<file path="src/common/nipc_pkg.sv">
// Purpose: constants and types for the nested interrupt priority controller
// Assumes: 8-bit register port, 2-bit level codes shared with the cpu level bits
// Notes: offsets of the register port are local choices
package nipc_pkg;
  localparam int ADDR_W = 3;
  localparam int DATA_W = 8;
  localparam int NUM_VEC = 14;
  localparam int NUM_GRP = 4;
  localparam int GRP_PINS = 2;
  // register offsets
  localparam logic [2:0] OFF_PRIO0 = 3'h0;
  localparam logic [2:0] OFF_PRIO1 = 3'h1;
  localparam logic [2:0] OFF_PRIO2 = 3'h2;
  localparam logic [2:0] OFF_PRIO3 = 3'h3;
  localparam logic [2:0] OFF_SENSE = 3'h4;
  localparam logic [2:0] OFF_POLAR = 3'h5;
  localparam logic [2:0] OFF_LEVEL = 3'h6;
  localparam logic [2:0] OFF_PEND = 3'h7;
  // level codes
  localparam logic [1:0] LVL0 = 2'h2;
  localparam logic [1:0] LVL1 = 2'h1;
  localparam logic [1:0] LVL2 = 2'h0;
  localparam logic [1:0] LVL3 = 2'h3;
  // group sensitivity codes
  localparam logic [1:0] SENS_FALL_LOW = 2'h0;
  localparam logic [1:0] SENS_RISE = 2'h1;
  localparam logic [1:0] SENS_FALL = 2'h2;
  localparam logic [1:0] SENS_BOTH = 2'h3;
  localparam logic [7:0] PRIO_RESET = 8'hFF;
  localparam logic [7:0] SENSE_RESET = 8'h00;
  localparam logic [1:0] POLAR_RESET = 2'h0;
  localparam int MOTOR_EMERGENCY_STOP_VEC = 0;
  // cpu level instructions
  typedef enum logic [2:0] {
    NIPC_OP_NONE, NIPC_OP_ENABLE, NIPC_OP_DISABLE, NIPC_OP_HALT,
    NIPC_OP_WAIT, NIPC_OP_POPCC, NIPC_OP_RETURN
  } nipc_op_type;
endpackage : nipc_pkg

</file>
<file path="src/core/nipc_ctrl.sv">
// Purpose: software priority registers, cpu level bits and external irq groups
// Assumes: cpu core issues one-cycle instruction and entry strobes
// Notes: vector 0 is the emergency stop; vectors 1..13 are maskable
`timescale 1ns/100ps
module nipc_ctrl #(
  parameter int NUM_VEC_P = nipc_pkg::NUM_VEC,
  parameter int NUM_GRP_P = nipc_pkg::NUM_GRP
) (
  input wire logic ref_clk_in,
  input wire logic rstn_in,
  input wire logic [nipc_pkg::ADDR_W-1:0] addr_in,
  input wire logic [nipc_pkg::DATA_W-1:0] wdata_in,
  input wire logic wr_in,
  input wire logic rd_in,
  output logic [nipc_pkg::DATA_W-1:0] rdata_out,
  input wire logic [NUM_VEC_P-1:0] irq_req_in,
  input wire logic [NUM_VEC_P-1:0] irq_en_in,
  input wire logic [NUM_GRP_P*nipc_pkg::GRP_PINS-1:0] ext_pin_in,
  input wire logic [NUM_GRP_P*nipc_pkg::GRP_PINS-1:0] ext_pin_irq_cfg_in,
  input wire nipc_pkg::nipc_op_type cpu_op_in,
  input wire logic [1:0] popcc_level_in,
  input wire logic nonmask_entry_in,
  input wire logic irq_ack_in,
  output logic irq_take_out,
  output logic [3:0] irq_vec_out,
  output logic [1:0] cur_level_out,
  output logic level_masked_out,
  output logic [NUM_GRP_P-1:0] ext_pend_out
);
  import nipc_pkg::*;

  localparam int NPIN = NUM_GRP_P * GRP_PINS;

  logic [DATA_W-1:0] prio_r [4];
  logic [DATA_W-1:0] sense_r;
  logic [1:0] polar_r;
  logic [1:0] level_r;
  logic [1:0] level_nxt;
  logic masked_r;
  logic [1:0] svc_prio_r;
  logic in_isr_r;
  logic [NPIN-1:0] pin_s1_r, pin_s2_r, pin_s3_r, pin_q_r;
  logic [NUM_GRP_P-1:0] ext_pend_r;
  logic irq_take_r;
  logic [3:0] irq_vec_r;
  logic [3:0] take_vec_r;
  logic [DATA_W-1:0] rdata_r;

  // rank of a level code: higher number is more urgent
  function automatic logic [1:0] lvl_rank(input logic [1:0] code);
    case (code)
      LVL0: lvl_rank = 2'h0;
      LVL1: lvl_rank = 2'h1;
      LVL2: lvl_rank = 2'h2;
      default: lvl_rank = 2'h3;
    endcase
  endfunction : lvl_rank

  function automatic logic [1:0] vec_prio(input int v);
    vec_prio = prio_r[v/4][(v%4)*2 +: 2];
  endfunction : vec_prio

  // per field merge, level 0 code rejected
  function automatic logic [7:0] prio_merge(input logic [7:0] old, input logic [7:0] wr);
    logic [7:0] res;
    res = old;
    for (int f = 0; f < 4; f++) begin
      if (wr[f*2 +: 2] != LVL0) begin
        res[f*2 +: 2] = wr[f*2 +: 2];
      end
    end
    prio_merge = res;
  endfunction : prio_merge

  wire sense_wr = wr_in && (addr_in == OFF_SENSE);
  wire polar_wr = wr_in && (addr_in == OFF_POLAR);
  wire cfg_change = (sense_wr && (wdata_in != sense_r)) ||
                    (polar_wr && (wdata_in[1:0] != polar_r));

  // priority registers
  always_ff @(posedge ref_clk_in or negedge rstn_in) begin
    if (!rstn_in) begin
      for (int i = 0; i < 4; i++) prio_r[i] <= PRIO_RESET;
    end else if (wr_in && addr_in <= OFF_PRIO3) begin
      prio_r[addr_in[1:0]] <= prio_merge(prio_r[addr_in[1:0]], wdata_in);
    end
  end

  // sensitivity and polarity; software keeps level 3 while writing
  always_ff @(posedge ref_clk_in or negedge rstn_in) begin
    if (!rstn_in) begin
      sense_r <= SENSE_RESET;
      polar_r <= POLAR_RESET;
    end else begin
      if (sense_wr) sense_r <= wdata_in;
      if (polar_wr) polar_r <= wdata_in[1:0];
    end
  end

  // pin synchroniser, third stage confirms second
  always_ff @(posedge ref_clk_in or negedge rstn_in) begin
    if (!rstn_in) begin
      pin_s1_r <= '1;
      pin_s2_r <= '1;
      pin_s3_r <= '1;
      pin_q_r <= '1;
    end else begin
      pin_s1_r <= ext_pin_in;
      pin_s2_r <= pin_s1_r;
      pin_s3_r <= pin_s2_r;
      for (int p = 0; p < NPIN; p++) begin
        if (pin_s2_r[p] == pin_s3_r[p]) pin_q_r[p] <= pin_s3_r[p];
      end
    end
  end

  // per group event detection
  logic [NUM_GRP_P-1:0] grp_evt;
  logic [NUM_GRP_P-1:0] grp_low;
  always_comb begin
    for (int g = 0; g < NUM_GRP_P; g++) begin
      logic rise, fall, lvl, inv;
      logic [1:0] s;
      rise = 1'b0;
      fall = 1'b0;
      lvl = 1'b0;
      grp_low[g] = 1'b0;
      s = sense_r[g*2 +: 2];
      // polarity invert exists only on groups 0 and 2
      inv = (g == 0) ? polar_r[0] : (g == 2) ? polar_r[1] : 1'b0;
      for (int k = 0; k < GRP_PINS; k++) begin
        int p;
        p = g * GRP_PINS + k;
        if (ext_pin_irq_cfg_in[p]) begin
          rise |= pin_q_r[p] && !pin_s3_r[p] ? 1'b0 : (!pin_q_r[p] && pin_s2_r[p] && pin_s3_r[p]);
          fall |= pin_q_r[p] && !pin_s2_r[p] && !pin_s3_r[p];
          lvl |= inv ? pin_q_r[p] : !pin_q_r[p];
          grp_low[g] |= !pin_q_r[p];
        end
      end
      if (inv) begin
        logic t;
        t = rise;
        rise = fall;
        fall = t;
      end
      case (s)
        SENS_FALL_LOW: grp_evt[g] = fall || lvl;
        SENS_RISE: grp_evt[g] = rise;
        SENS_FALL: grp_evt[g] = fall;
        default: grp_evt[g] = rise || fall;
      endcase
    end
  end

  // external pending latches; event wins over entry clear
  always_ff @(posedge ref_clk_in or negedge rstn_in) begin
    if (!rstn_in) begin
      ext_pend_r <= '0;
    end else begin
      for (int g = 0; g < NUM_GRP_P; g++) begin
        if (grp_evt[g]) begin
          ext_pend_r[g] <= 1'b1;
        end else if (cfg_change) begin
          ext_pend_r[g] <= 1'b0;
        end else if (irq_ack_in && irq_vec_r == 4'(NUM_VEC_P - 1 - g)) begin
          ext_pend_r[g] <= 1'b0;
        end
      end
    end
  end

  // arbitration: highest index with priority above current level wins, unless the serviced vector re-enters above its service priority
  logic [NUM_VEC_P-1:0] req_all;
  logic take_c;
  logic [3:0] take_v;
  always_comb begin
    take_c = 1'b0;
    take_v = '0;
    for (int v = 0; v < NUM_VEC_P; v++) begin
      req_all[v] = irq_req_in[v];
      // top vectors are the external groups, masked by a held-low pin
      if (v >= NUM_VEC_P - NUM_GRP_P) begin
        req_all[v] = ext_pend_r[NUM_VEC_P - 1 - v] && !grp_low[NUM_VEC_P - 1 - v];
      end
    end
    for (int v = 1; v < NUM_VEC_P; v++) begin
      if (req_all[v] && irq_en_in[v] && lvl_rank(vec_prio(v)) > lvl_rank(level_r)) begin
        take_c = 1'b1;
        take_v = 4'(v);
      end
    end
    // re-entry of the serviced vector after a raised priority
    if (in_isr_r && req_all[take_vec_r] && irq_en_in[take_vec_r] &&
        lvl_rank(vec_prio(int'(take_vec_r))) > lvl_rank(svc_prio_r)) begin
      take_c = 1'b1;
      take_v = take_vec_r;
    end
  end

  // next level: entry events override the level instructions
  always_comb begin
    level_nxt = level_r;
    if (nonmask_entry_in) begin
      level_nxt = LVL3;
    end else if (irq_ack_in) begin
      level_nxt = vec_prio(int'(irq_vec_r));
    end else begin
      case (cpu_op_in)
        NIPC_OP_ENABLE: level_nxt = LVL0;
        NIPC_OP_DISABLE: level_nxt = LVL3;
        NIPC_OP_HALT: level_nxt = LVL0;
        NIPC_OP_WAIT: level_nxt = LVL0;
        NIPC_OP_POPCC: level_nxt = popcc_level_in;
        NIPC_OP_RETURN: level_nxt = popcc_level_in;
        default: level_nxt = level_r;
      endcase
    end
  end

  // current level bits; masked flag kept in its own flop so the output is registered
  always_ff @(posedge ref_clk_in or negedge rstn_in) begin
    if (!rstn_in) begin
      level_r <= LVL3;
      masked_r <= 1'b1;
    end else begin
      level_r <= level_nxt;
      masked_r <= (level_nxt == LVL3);
    end
  end

  // service bookkeeping for re-entry
  always_ff @(posedge ref_clk_in or negedge rstn_in) begin
    if (!rstn_in) begin
      svc_prio_r <= LVL3;
      in_isr_r <= 1'b0;
      take_vec_r <= '0;
    end else if (nonmask_entry_in) begin
      in_isr_r <= in_isr_r;
    end else if (irq_ack_in) begin
      svc_prio_r <= vec_prio(int'(irq_vec_r));
      take_vec_r <= irq_vec_r;
      in_isr_r <= 1'b1;
    end else if (cpu_op_in == NIPC_OP_RETURN) begin
      in_isr_r <= 1'b0;
    end
  end

  always_ff @(posedge ref_clk_in or negedge rstn_in) begin
    if (!rstn_in) begin
      irq_take_r <= 1'b0;
      irq_vec_r <= '0;
    end else begin
      irq_take_r <= take_c && !irq_ack_in;
      if (take_c) irq_vec_r <= take_v;
    end
  end

  always_ff @(posedge ref_clk_in or negedge rstn_in) begin
    if (!rstn_in) begin
      rdata_r <= '0;
    end else if (rd_in) begin
      if (addr_in <= OFF_PRIO3) begin
        rdata_r <= prio_r[addr_in[1:0]];
      end else if (addr_in == OFF_SENSE) begin
        rdata_r <= sense_r;
      end else if (addr_in == OFF_POLAR) begin
        rdata_r <= {6'h00, polar_r};
      end else if (addr_in == OFF_LEVEL) begin
        rdata_r <= {5'h00, in_isr_r, level_r};
      end else begin
        rdata_r <= {{(DATA_W-NUM_GRP_P){1'b0}}, ext_pend_r};
      end
    end
  end

  assign rdata_out = rdata_r;
  assign irq_take_out = irq_take_r;
  assign irq_vec_out = irq_vec_r;
  assign cur_level_out = level_r;
  assign level_masked_out = masked_r;
  assign ext_pend_out = ext_pend_r;
endmodule : nipc_ctrl

</file>
<file path="config.mk">
export PLATFORM = sky130hd
export DESIGN_NAME = nipc_ctrl
export DESIGN_NICKNAME = d
export VERILOG_FILES = /design/src/common/nipc_pkg.sv /design/src/core/nipc_ctrl.sv
export SDC_FILE = /design/constraint.sdc
export NUM_CORES = 1
export LEC_CHECK = 0
export BUFFER_PORTS_ARGS = -buffer_cell sky130_fd_sc_hd__clkbuf_2
export CAP_MARGIN = 10
export CORE_ASPECT_RATIO = 1.4
export CORE_MARGIN = 1
export CORE_UTILIZATION = 25
export CTS_BUF_LIST = sky130_fd_sc_hd__clkbuf_16
export CTS_CLUSTER_DIAMETER = 50
export DETAILED_ROUTE_END_ITERATION = 10
export SKIP_LAST_GASP = 1
export SYNTH_ARGS = -nofsm -noshare
export SYNTH_HDL_FRONTEND = slang
export SYNTH_SLANG_ARGS = --single-unit
</file>
<file path="constraint.sdc">
create_clock -name ref_clk_in -period 3.3 [get_ports ref_clk_in]
set_clock_uncertainty 0.15 [all_clocks]
set_input_delay 0.495 -clock ref_clk_in [delete_from_list [all_inputs] [get_ports ref_clk_in]]
set_output_delay 0.495 -clock ref_clk_in [all_outputs]
set_load 0.005 [all_outputs]
</file>
==> summary.md <==
| Metric | Value |
|---|---|
| Status | `finished clean` |
| Synth Area in Compound Gates | `around 13%` |
| Ys async rst share | `between 90% and 100%` |
| Period utilization | `between 90% and 100%` |
| DR WL/cell | `between 15 and 20 um` |
| Total grt overflow | `0` |
| CP Max Fanout | `6` |
| Netlist cell types | `between 60 and 70` |
| Hold EP | `pin_s1_r[2]` |
| Fillers | `around 2700` |
| Min Tclk post-route | `~3200 ps` |
| Layout cells sized above 1 | `33.5%` |
| Root buffer cell | `clkbuf_16` |
| Total track usage | `roughly 14%` |
| Port Buffers | `81` |
| Area contributors post-synth | `dfstp_2, ha_1, dfrtp_1` |
| Syn_nets | `between 700 and 800` |
| Reg2Reg Depth | `12` |
| Worst r2r dst | `irq_vec_out[2]` |
| Peak VDD IR | `about 0.33 mV` |
| Slew HR | `between 40% and 50%` |
| IO Pins | `86` |
| Worst slew pin tran | `between 700 and 800 ps` |
| Pwr/cell area | `about 770 mW/mm^2` |
| Max-slew violations | `0` |
| Die Y | `approximately 200 um` |
| Synth Cell Area | `around 0.0066 mm^2` |
| Worst Hold Class | `in2reg` |
| Core footprint | `roughly 0.026 mm^2` |
| Area delta synth->final | `19.1%` |
| R2R Path Start | `take_vec_r[2]` |
| Most common cell after layout, fill and taps aside | `nand2_1` |
| Post-Synth XOR/XNOR Area | `under 10%` |
| Ys flop type | `dfstp_2` |
| Fmax | `roughly 310 MHz` |
| Arr. time, crit path | `~3300 ps` |
| Multi-input logic area | `0.00382 mm^2` |
| H-tree levels | `3` |
| Largest family of logic cells by synthesized area | `simple AND/OR/NAND/NOR gates` |
| Min Hold Slack | `about 56 ps` |
| Power, Total | `6.08 mW` |
| First-pass GRT wire length | `29100 um` |
| Placement Rows | `70` |
| Detailed Route Iter0 Violations | `181` |
| Kind of end point of the critical path | `flop` |
| Vias in the first global route | `between 5000 and 6000` |
| # hold bufs at CTS | `0` |
| Initial Util | `between 20% and 30%` |
| Area share of the largest cell type after synthesis | `a little over a quarter` |
| Skew-Pair Late Insertion Delay | `360 ps` |
| Detailed placer's ending HPWL | `roughly 15000 um` |
| Final net count | `between 800 and 900` |
| Flop and latch count out of synthesis | `roughly 100` |
| Routed WL | `approximately 19000 um` |
| RePlAce Congestion | `0.877` |
| Die width | `~140 um` |
| Worst EP required | `3380 ps` |
| Mapped Cells | `approximately 650` |
| Number of synthesized flops with an enable pin | `0` |
| Worst hold path depth | `1` |
| Drt drc | `0` |
| Min-delay src | `ext_pin_in[2]` |
| Worst setup SP type | `flop` |
| CTS tree | `yes` |
| Endpoints failing setup | `0` |
| CTS buffer count | `9` |
| Max cap viols | `0` |
| Biggest area consumer among synthesized cells | `dfstp_2` |
| Antenna diodes | `0` |
| Mux share of post-synthesis cell area | `12.5%` |
| Number of routed nets with antenna violations | `0` |
| CTS Buffer Depth | `2` |
| Via/cell ratio | `~5` |
| Adder-Cell Fraction of Synth Area | `between 10% and 20%` |
| Synth warnings | `0` |
| Largest net degree at the start of global routing | `around 60` |
| Clock sinks | `roughly 100` |
| CP Class | `reg2reg` |
| Pre-antenna DRT Iters | `4` |
| Worst-path clk slew | `roughly 80 ps` |
| Hold Fails Final Rpt | `0` |
| Post-synthesis simple-gate area fraction | `roughly 16%` |
| Storage element area | `around 0.0026 mm^2` |
| Final Util | `a little under a third` |
| Initial antenna violation count | `1` |
| FF-to-FF setup slack | `around 66 ps` |
| Most frequent cells in the layout | `nand2_1, clkbuf_2, ha_1` |
| RSZ-0062 raised after global routing | `true` |
| Avg Inst Size Synth | `roughly 10 um^2` |
| Sequential cell area fraction in the yosys report | `about two fifths` |
| Critical Path Source | `take_vec_r[2]` |
| Die area | `around 0.027 mm^2` |
| Vias | `roughly 5200` |
| Pleak | `between 3 and 4 nW` |
[layer usage]
metal / wire length, um / GRT usage, % / up-vias
met1: 7600 / 16.7 / 2527
met5: 0 / 0 / -
met3: 901 / 3.13 / 35
li1: - / - / 2511
met2: 9230 / 24.2 / 129
met4: 804 / 7.12 / 0
[power breakdown]
group          leakage, nW  total (mW)  internal [mW]  switching, mW
logic                 2.12        2.93           1.51           1.42
clock network        0.156        1.13          0.608          0.517
registers             1.10        2.02           1.59          0.429
total                 3.38        6.08           3.71           2.36
[registers in the layout, summed over array words and instances, names as in the netlist, 8 cells and up]
register and count:
pin_q_r 8, pin_s1_r 8, pin_s2_r 8, pin_s3_r 8, prio_r 32, rdata_out 8
sense_r 8
[worst max-delay path by stage]
stage	endpoint
after floorplan	irq_vec_out[2]
after global routing	irq_vec_out[2]
after CTS	irq_vec_out[0]
final	irq_vec_out[2]
after detailed placement	irq_vec_out[2]
after global placement	irq_vec_out[0]
[cell usage after synthesis (8+ instances only)]
cell type and instances:
xnor2_1 12, clkbuf_1 17, inv_1 34, nand3_1 20
maj3_1 8, o2111ai_1 10, o21ai_0 57, dfrtp_1 32
nand2_1 100, ha_1 70, mux4_2 31, nand2b_1 12
nor2_1 38, a21oi_1 20, nor2b_1 22, dfstp_2 69
[cells by family after synthesis]
logic type / Yosys count
fa+ha+maj: 78
xor+xnor: 12
buf+inv: 58
flops: 101
simple gates: 225
compound gates: 131
mux: 43
[worst max-delay path, cell delays in order, from the launching register on]
cell and delay, ps:
dfrtp_1 400, buf_12 130, buf_8 110, mux4_2 510
mux4_2 500, xnor2_2 170, ha_1 300, nor2b_4 140
o2111ai_2 120, nor2_2 180, o211a_4 220, and2b_1 140
a31oi_2 30
[final cells by class]
| class | count | share of cell area [%] |
|---|---|---|
| clock buffers | 9 | 2.85 |
| clock inverters | 7 | 1.14 |
| inverters | 35 | 1.69 |
| multi-input cells | 489 | 48.4 |
| flip-flops and latches | 101 | 33.1 |
| well taps | 324 | 5.13 |
| repair buffers | 102 | 7.73 |
[stage by stage]
step,cells,TNS (ps),instance area (um^2),worst slack (ps)
after floorplan,648,0,6640,169
after global placement,1046,0,7500,154
after detailed placement,1046,0,7500,94.7
after CTS,1062,0,7820,83.1
after global routing,1067,-25.9,7900,-25.9
final,1067,0,7900,66.0
[what timing repair did]
| action | 4_1_cts | 5_1_grt |
|---|---|---|
| endpoints found under the setup margin | 0 | 2 |
| buffers inserted | 0 | 5 |
| gates resized for setup | 0 | 9 |
| endpoints found under the hold margin | 0 | 0 |
(Power assumes the default switching activity.)
